<file path="src/epp_defs.vh">
// constants for the phy-facing ethernet port
`ifndef EPP_DEFS_VH
`define EPP_DEFS_VH
`define EPP_MODE_MII        1'b0
`define EPP_MODE_RMII       1'b1
`define EPP_FIFO_W          9
`define EPP_FIFO_D          4
`define EPP_FIFO_AW         2
`define EPP_REF_MHZ         100
`define EPP_MDC_NS          400
`define EPP_MDC_HALF        ((`EPP_MDC_NS * `EPP_REF_MHZ) / 2000)
`define EPP_MDC_CW          8
`define EPP_MGMT_BITS       32
`define EPP_MGMT_CW         6
`endif

</file>
<file path="src/epp_fifo.v">
// small valid/ready fifo carrying bytes toward the transmit pins
`timescale 1ns/1ns
module epp_fifo #(
    parameter WIDTH = 9,
    parameter DEPTH = 4,
    parameter AW    = 2
) (
    input  wire             clk,     // ref clock
    input  wire             rst_n,   // sync reset, active low
    input  wire [WIDTH-1:0] in_data, // write data
    input  wire             in_valid,// write request
    output wire             in_ready,// not full
    output wire [WIDTH-1:0] out_data,// head word
    output wire             out_valid,// not empty
    input  wire             out_ready // read acknowledge
);
    reg [WIDTH-1:0] mem [0:DEPTH-1];
    reg [AW:0]      wp_q;
    reg [AW:0]      rp_q;
    wire            full  = (wp_q[AW] != rp_q[AW]) && (wp_q[AW-1:0] == rp_q[AW-1:0]);
    wire            empty = (wp_q == rp_q);
    assign in_ready  = !full;
    assign out_valid = !empty;
    assign out_data  = mem[rp_q[AW-1:0]];
    always @(posedge clk) begin
        if (!rst_n) begin
            wp_q <= {(AW+1){1'b0}};
            rp_q <= {(AW+1){1'b0}};
        end else begin
            if (in_valid && !full) begin
                mem[wp_q[AW-1:0]] <= in_data;
                wp_q <= wp_q + 1'b1;
            end
            if (out_ready && !empty)
                rp_q <= rp_q + 1'b1;
        end
    end
endmodule

</file>
<file path="src/epp_port.v">
// mii/rmii pin interface of ethernet port 0, with management clock and data
// Notes on behaviour
// - mii mode drives a 4-bit transmit nibble, changed on tx clock falling edge.
// - transmit enable high while transmitting, aligned to tx clock.
// - rmii transmit uses dibits on data lines one and zero.
// - rmii enable rises with first preamble dibit, held until last dibit.
// - receive nibbles are taken only while receive valid is high.
// - rmii receive takes dibits from data lines one and zero.
// - falling receive valid marks frame end.
// - receive error during a frame flags that frame with crc error.
// - device drives management clock; data changes low, sampled on rising.
`timescale 1ns/1ns
`include "epp_defs.vh"
module epp_port (
    input  wire       REF_CLK,     // 100 mhz core clock
    input  wire       RESETN,      // sync reset, active low
    input  wire       MODE_RMII,   // 1 selects rmii
    input  wire [7:0] TX_DATA,     // byte to send, low nibble first
    input  wire       TX_LAST,     // marks final byte
    input  wire       TX_VALID,    // byte offered
    output wire       TX_READY,    // fifo can take byte
    output reg  [7:0] RX_DATA,     // received byte
    output reg        RX_VALID,    // one-cycle byte strobe
    output reg        RX_END,      // one-cycle frame end pulse
    output reg        RX_CRC_ERR,  // with RX_END, frame had error
    output reg        COLLISION,   // synced collision level, held low in rmii
    output reg        CARRIER,     // synced carrier level
    input  wire       MGMT_START,  // pulse, begin 32-bit shift
    input  wire [31:0] MGMT_WDATA, // word shifted out msb first
    output reg  [31:0] MGMT_RDATA, // bits captured on rising edges
    output wire       MGMT_BUSY,   // shift in progress
    output reg        MGMT_CLOCK_OUT, // management clock
    input  wire       MGMT_DATA_I, // management data in
    output reg        MGMT_DATA_O, // management data out
    output reg        MGMT_DATA_OE_N, // low while driving
    input  wire       TX_CLOCK_IN, // phy transmit clock
    input  wire       RX_CLOCK_IN, // phy rx clock or rmii ref clock
    input  wire [3:0] RX_NIBBLE,   // receive data pins
    input  wire       RX_VALID_IN, // rx valid or rmii carrier/valid
    input  wire       RX_ERROR_IN, // receive error
    input  wire       COLLISION_IN,// collision detect
    input  wire       CARRIER_SENSE_IN, // carrier sense
    output reg  [3:0] TX_NIBBLE,   // transmit data pins
    output reg        TX_ENABLE_OUT // tx enable or rmii tx enable
);
    // two-flop synchronisers, stage one read only by stage two
    reg [9:0] s1_q;
    reg [9:0] s2_q;
    reg       txc_d_q;
    reg       rxc_d_q;
    reg       mdi1_q;
    reg       mdi2_q;
    always @(posedge REF_CLK) begin
        if (!RESETN) begin
            s1_q <= 10'h000;
            s2_q <= 10'h000;
            txc_d_q <= 1'b0;
            rxc_d_q <= 1'b0;
            mdi1_q <= 1'b1;
            mdi2_q <= 1'b1;
        end else begin
            // management line returns from the phy pin, so it is synchronised too
            mdi1_q <= MGMT_DATA_I;
            mdi2_q <= mdi1_q;
            s1_q <= {TX_CLOCK_IN, RX_CLOCK_IN, RX_NIBBLE, RX_VALID_IN, RX_ERROR_IN,
                     COLLISION_IN, CARRIER_SENSE_IN};
            s2_q <= s1_q;
            txc_d_q <= s2_q[9];
            rxc_d_q <= s2_q[8];
        end
    end
    wire       txc_s = s2_q[9];
    wire       rxc_s = s2_q[8];
    wire [3:0] rxd_s = s2_q[7:4];
    wire       rxv_s = s2_q[3];
    wire       rxe_s = s2_q[2];
    wire       rx_rise = rxc_s && !rxc_d_q;
    // rmii: tx and rx both timed by the reference clock on the rx pin
    wire       tx_fall = MODE_RMII ? (!rxc_s && rxc_d_q) : (!txc_s && txc_d_q);

    // last unit index of a byte: four dibits or two nibbles
    function [1:0] last_step;
        input rmii;
        begin
            last_step = rmii ? 2'd3 : 2'd1;
        end
    endfunction

    // transmit path
    wire [8:0] f_data;
    wire       f_valid;
    reg        f_pop;
    epp_fifo #(.WIDTH(`EPP_FIFO_W), .DEPTH(`EPP_FIFO_D), .AW(`EPP_FIFO_AW)) u_fifo (
        .clk      (REF_CLK),
        .rst_n    (RESETN),
        .in_data  ({TX_LAST, TX_DATA}),
        .in_valid (TX_VALID),
        .in_ready (TX_READY),
        .out_data (f_data),
        .out_valid(f_valid),
        .out_ready(f_pop)
    );
    reg [8:0] tx_byte_q;
    reg       tx_have_q;
    reg [1:0] tx_pos_q;
    wire [1:0] tx_steps = last_step(MODE_RMII);
    // data changes on falling edge so the phy samples stable data on rising
    always @(posedge REF_CLK) begin
        if (!RESETN) begin
            tx_byte_q <= 9'h000;
            tx_have_q <= 1'b0;
            tx_pos_q <= 2'd0;
            TX_NIBBLE <= 4'h0;
            TX_ENABLE_OUT <= 1'b0;
            f_pop <= 1'b0;
        end else begin
            f_pop <= 1'b0;
            if (tx_fall) begin
                if (tx_have_q) begin
                    if (MODE_RMII)
                        TX_NIBBLE <= {2'b00, tx_byte_q[2*tx_pos_q +: 2]};
                    else
                        TX_NIBBLE <= tx_pos_q[0] ? tx_byte_q[7:4] : tx_byte_q[3:0];
                    TX_ENABLE_OUT <= 1'b1;
                    if (tx_pos_q == tx_steps) begin
                        tx_pos_q <= 2'd0;
                        tx_have_q <= 1'b0;
                    end else
                        tx_pos_q <= tx_pos_q + 2'd1;
                end else begin
                    // underrun or end of frame both drop enable
                    TX_NIBBLE <= 4'h0;
                    TX_ENABLE_OUT <= 1'b0;
                end
            end else if (!tx_have_q && f_valid && !f_pop &&
                         (!tx_byte_q[8] || !TX_ENABLE_OUT)) begin
                // after the last byte wait for enable to drop before next frame
                tx_byte_q <= f_data;
                tx_have_q <= 1'b1;
                f_pop <= 1'b1;
            end else if (!tx_have_q && tx_byte_q[8] && !TX_ENABLE_OUT)
                tx_byte_q[8] <= 1'b0;
        end
    end

    // receive path
    reg [7:0] rx_sh_q;
    reg [1:0] rx_pos_q;
    reg       rx_in_q;
    reg       rx_err_q;
    wire [1:0] rx_steps = last_step(MODE_RMII);
    always @(posedge REF_CLK) begin
        if (!RESETN) begin
            rx_sh_q <= 8'h00;
            rx_pos_q <= 2'd0;
            rx_in_q <= 1'b0;
            rx_err_q <= 1'b0;
            RX_DATA <= 8'h00;
            RX_VALID <= 1'b0;
            RX_END <= 1'b0;
            RX_CRC_ERR <= 1'b0;
            COLLISION <= 1'b0;
            CARRIER <= 1'b0;
        end else begin
            RX_VALID <= 1'b0;
            RX_END <= 1'b0;
            RX_CRC_ERR <= 1'b0;
            COLLISION <= MODE_RMII ? 1'b0 : s2_q[1];
            CARRIER <= MODE_RMII ? rxv_s : s2_q[0];
            if (rx_rise) begin
                if (rxv_s) begin
                    rx_in_q <= 1'b1;
                    if (rxe_s)
                        rx_err_q <= 1'b1;
                    if (MODE_RMII)
                        rx_sh_q <= {rxd_s[1:0], rx_sh_q[7:2]};
                    else
                        rx_sh_q <= {rxd_s, rx_sh_q[7:4]};
                    if (rx_pos_q == rx_steps) begin
                        rx_pos_q <= 2'd0;
                        RX_DATA <= MODE_RMII ? {rxd_s[1:0], rx_sh_q[7:2]}
                                             : {rxd_s, rx_sh_q[7:4]};
                        RX_VALID <= 1'b1;
                    end else
                        rx_pos_q <= rx_pos_q + 2'd1;
                end else if (rx_in_q) begin
                    // partial byte at frame end is discarded
                    rx_in_q <= 1'b0;
                    rx_pos_q <= 2'd0;
                    RX_END <= 1'b1;
                    RX_CRC_ERR <= rx_err_q || rxe_s;
                    rx_err_q <= 1'b0;
                end
            end
        end
    end

    // management shifter: one bit per mdc period, half period from ref clock
    reg [`EPP_MDC_CW-1:0]  mdc_cnt_q;
    reg [`EPP_MGMT_CW-1:0] mbit_q;
    reg [31:0]             msh_q;
    reg                    mbusy_q;
    assign MGMT_BUSY = mbusy_q;
    always @(posedge REF_CLK) begin
        if (!RESETN) begin
            mdc_cnt_q <= {`EPP_MDC_CW{1'b0}};
            mbit_q <= {`EPP_MGMT_CW{1'b0}};
            msh_q <= 32'h00000000;
            mbusy_q <= 1'b0;
            MGMT_RDATA <= 32'h00000000;
            MGMT_CLOCK_OUT <= 1'b0;
            MGMT_DATA_O <= 1'b0;
            MGMT_DATA_OE_N <= 1'b1;
        end else if (!mbusy_q) begin
            MGMT_CLOCK_OUT <= 1'b0;
            MGMT_DATA_OE_N <= 1'b1;
            if (MGMT_START) begin
                mbusy_q <= 1'b1;
                msh_q <= MGMT_WDATA;
                mbit_q <= {`EPP_MGMT_CW{1'b0}};
                mdc_cnt_q <= {`EPP_MDC_CW{1'b0}};
                MGMT_DATA_O <= MGMT_WDATA[31];
                MGMT_DATA_OE_N <= 1'b0;
            end
        end else if (mdc_cnt_q == `EPP_MDC_HALF - 1) begin
            mdc_cnt_q <= {`EPP_MDC_CW{1'b0}};
            MGMT_CLOCK_OUT <= !MGMT_CLOCK_OUT;
            if (!MGMT_CLOCK_OUT) begin
                // rising edge: capture the line
                MGMT_RDATA <= {MGMT_RDATA[30:0], mdi2_q};
            end else if (mbit_q == `EPP_MGMT_BITS - 1) begin
                mbusy_q <= 1'b0;
                MGMT_DATA_OE_N <= 1'b1;
            end else begin
                mbit_q <= mbit_q + 1'b1;
                msh_q <= {msh_q[30:0], 1'b0};
                MGMT_DATA_O <= msh_q[30];
            end
        end else
            mdc_cnt_q <= mdc_cnt_q + 1'b1;
    end
endmodule

</file>
<file path="config.mk">
export PLATFORM = sky130hd
export DESIGN_NAME = epp_port
export DESIGN_NICKNAME = d
export VERILOG_FILES = /design/src/epp_fifo.v /design/src/epp_port.v
export VERILOG_INCLUDE_DIRS = /design/src
export SDC_FILE = /design/constraint.sdc
export NUM_CORES = 1
export LEC_CHECK = 0
export BUFFER_PORTS_ARGS = -buffer_cell sky130_fd_sc_hd__buf_4
export CAP_MARGIN = 15
export CORE_MARGIN = 2
export CORE_UTILIZATION = 51
export CTS_BUF_LIST = sky130_fd_sc_hd__clkbuf_16
export CTS_CLUSTER_DIAMETER = 120
export DETAILED_ROUTE_END_ITERATION = 12
export PLACE_DENSITY_LB_ADDON = 0.25
export SYNTH_ARGS = -nofsm -noshare
export SYNTH_HDL_FRONTEND = slang
export SYNTH_SLANG_ARGS = --single-unit
</file>
<file path="constraint.sdc">
create_clock -name REF_CLK -period 1.81 [get_ports REF_CLK]
set_input_delay 0.362 -clock REF_CLK [delete_from_list [all_inputs] [get_ports REF_CLK]]
set_output_delay 0.362 -clock REF_CLK [all_outputs]
set_load 0.02 [all_outputs]
</file>
==> metrics <==
result of the run=complete, but fails checks; violations in the final reports=setup timing; ratio of routed vias to standard cells=5.550; final antenna diode count=0; clock tree from TritonCTS=done; Gate Count Post-Synth=726; routed wire length per instance=approximately 16 um; final net count=a little over 900; die extent in y=124.4 um; number of global-route vias before repair=5714; area of the core=0.01404 mm2; Critical R2R Launch=mdc_cnt_q[1]; post-synthesis cell type count=52; Synth Area per Inst=10.18 um2; clock latency on the worst-skew pair=0.43 ns; DIE WIDTH=roughly 120 um; total number of H-tree levels=4; part of the Yosys area used for sequential elements=56.36%; Final Hold Vio Count=0; Power, Total=0.008888 W; layer with the highest usage after global routing=met2; number of antenna-violating nets in the routed design=0; minimum setup slack after placement=-0.09152 ns; met1 GRT Util=24.90%; initial antenna violation count=0; clk sink count=190; highest clock frequency the design can meet=slightly above 500 MHz; Slew @ Worst Pin=0.4846 ns; GRT met3 Usage=approximately 5.4%; dominant combinational cell family by area after synthesis=simple AND/OR/NAND/NOR gates; 1st-iter DRT viols=298; startpoint type of the worst setup path=register; cell-by-cell trace of the critical path=ha_4 -> or4b_4 -> buf_6 -> nor4_4 -> buf_4 -> clkbuf_16 -> nand2_2 -> a21oi_2; worst min-delay path class=in2reg; Max transition margin=67.57%; number of setup violations in the final report=~50; hold worst-path end=u_fifo.mem[2][8]; wire length of the first global-routing pass=26.82 mm; worst stage delay on the critical path=0.48 ns; Final Skew=0.008460 ns; total routing usage reported by global routing=20.89%; maximum vdd ir drop=around 0.71 mV; top-level port count=between 100 and 150; most common cell after layout, fill and taps aside=sky130_fd_sc_hd__dfxtp_1; share of synthesized area spent on multiplexers=6.317%; internal reg-to-reg setup slack=-0.16 ns; count of maximum capacitance violations=0; post-synthesis register bit count=190; number of hold buffers added after CTS=0; share of the clock period used by the worst path after layout=108.9%; Synth Net Count=790; num rows=43; RSZ-0062 raised after global routing=true; Clk Tree Root Cell=sky130_fd_sc_hd__clkbuf_16; XOR/XNOR share of the synthesized area=roughly 1.2%; total power divided by cell area=roughly 930 mW/mm2; worst-case reg-to-reg path depth=8; path type of the worst setup path=reg2reg; capture instance of the worst register-to-register path=MGMT_RDATA[12]; Top FF cell, synth=sky130_fd_sc_hd__dfxtp_1; initial cell density of the core=a little over half; share of final-layout standard cells stronger than drive strength 1=32.53%; total wirelength of the detailed-routed design=16.39 mm; detailed placer's ending HPWL=10.30 mm; maximum number of pins on one net before global-route repair=54; Final Wtd Congestion=0.8410; drt drc=0; area of the mapped netlist=0.007388 mm2; critical-path maximum fanout=8; Slowest-stage cell, CP=sky130_fd_sc_hd__or4b_4; largest buffer count on any clock path=2; commonest non-fill, non-tap cells in the layout=sky130_fd_sc_hd__dfxtp_1 (147), sky130_fd_sc_hd__buf_4 (144), sky130_fd_sc_hd__nor2_1 (97), sky130_fd_sc_hd__nand2_1 (68), sky130_fd_sc_hd__edfxtp_1 (36); PortBufs=111; cell depth of the worst hold path=1; Leak Pwr=3.694 nW; GRT met2 Usage=36.52%; Final Max Slew Viols=0; crit path time final=1.970 ns; required time worst endpoint=about 2.2 ns; simple-gate share of the synthesized area=18.22%; CP endpoint kind=register; total vias in the final route=5828; Pre-antenna DRT Iters=5; critical path data arrival time=between 2 and 2.5 ns; worst hold path startpoint=TX_LAST; die outline area=0.01547 mm2; fraction of the mapped netlist area in compound gates=13.43%; Synthesis Warnings=0; area delta synth->final=29.99%; worst setup margin=-0.1602 ns; fraction of synthesis flops using an asynchronous set or reset pin=0%; leftover overflow at the end of global routing=0; register clock-pin slew on the reported worst setup and hold paths=0.07 ns; Post-synth EDFFs=36; adder-cell share of the synthesized area=1.185%; CTS buffer count=17
[final cells by class]
cell class	count	area (um2)
timing repair buffer	158	1336
sequential	190	4175
fill	1034	4438
clock buffer	18	450.4
multi-input combinational	484	3273
inverter	6	22.52
tap	180	225.2
clock inverter	14	121.4
[how the worst max path moves through the flow]
stage	depth (start not counted)	startpoint	slack, ns	endpoint
final	8	mdc_cnt_q[1]	-0.16	MGMT_RDATA[12]
after global routing	8	mdc_cnt_q[1]	-0.20	MGMT_RDATA[12]
after detailed placement	5	mdc_cnt_q[1]	-0.09	MGMT_RDATA[18]
after global placement	5	mdc_cnt_q[1]	-0.02	MGMT_RDATA[0]
after floorplan	7	mdc_cnt_q[1]	-0.05	MGMT_RDATA[10]
after CTS	3	u_fifo.wp_q[1]	-0.09	TX_READY
[cell families after synthesis]
group	count (synthesis)
buf+inv	55
compound gates	139
flops	190
simple gates	290
mux	35
xor+xnor	10
fa+ha+maj	7
[critical path, delay by kind of cell (launching register included)]
kind                       cells  cell delay (ns)
and+or+nand+nor                3             0.75
AOI/OAI and AO/OA              1             0.14
DFF                            1             0.35
adders and majority gates      1             0.14
buffers and inverters          3             0.51
[where the power goes]
part	total (W)	internal, W	leakage [nW]	switching (W)
combinational	0.000714	0.000363	1.82	0.000351
clock	0.00359	0.00189	0.286	0.00170
sequential	0.00458	0.00448	1.59	0.000107
[metal layers]
layer | up-vias | share of wire (%)
li1 | 2836 | -
met3 | 27 | 4.8
met1 | 2809 | 41
met2 | 156 | 52
met5 | - | 0
met4 | 0 | 2.0
[registers in the layout, summed over array words and instances (netlist names), 2 cells and up, named ones only]
register     cells
MGMT_RDATA      32
RX_DATA          8
TX_NIBBLE        4
mbit_q           6
mdc_cnt_q        8
msh_q           31
rx_pos_q         2
rx_sh_q          6
s1_q            10
s2_q            10
tx_byte_q        9
tx_pos_q         2
u_fifo.mem      36
u_fifo.rp_q      3
u_fifo.wp_q      3
[what timing repair did]
item | CTS | global route
resized for setup | 16 | 63
pin swaps | 19 | 23
hold endpoints to repair | 0 | 0
gates cloned | 5 | 1
setup endpoints to repair | 59 | 71
buffers inserted | 4 | 3
[through the flow]
step	hold slack, ns	std cells	TNS, ns	util [%]	cell area (um2)
finish	0.1308	1050	-3.726	68.40	9604
global route	0.1163	1050	-8.882	68.40	9604
CTS	0.1131	1047	-2.048	66.71	9368
detailed placement	0.4153	1006	-1.952	61.57	8646
global placement	0.4089	1006	-0.5575	61.57	8646
floorplan	0.3863	726	-1.524	-	7418
[cell usage after synthesis (all sizes together) (3+ instances only)]
library cell | number | area share (%)
dfxtp | 154 | 42
nor2 | 99 | 5.0
nand2 | 95 | 4.8
a21oi | 52 | 3.5
edfxtp | 36 | 15
o221a | 31 | 4.7
clkbuf | 28 | 1.4
and2 | 25 | 2.1
mux2i | 23 | 3.1
buf | 21 | 1.6
nand3 | 20 | 1.4
o21ai | 18 | 1.2
a211oi | 15 | 1.5
mux4 | 9 | 2.7
and3 | 7 | 0.59
ha | 7 | 1.2
nand2b | 7 | 0.59
nor3 | 7 | 0.47
o31ai | 6 | 0.61
or4 | 5 | 0.51
xnor2 | 5 | 0.59
xor2 | 5 | 0.59
inv | 4 | 0.20
nand3b | 4 | 0.41
nor3b | 4 | 0.41
a31oi | 3 | 0.25
and3b | 3 | 0.36
mux2 | 3 | 0.46
(Power assumes the default switching activity.)
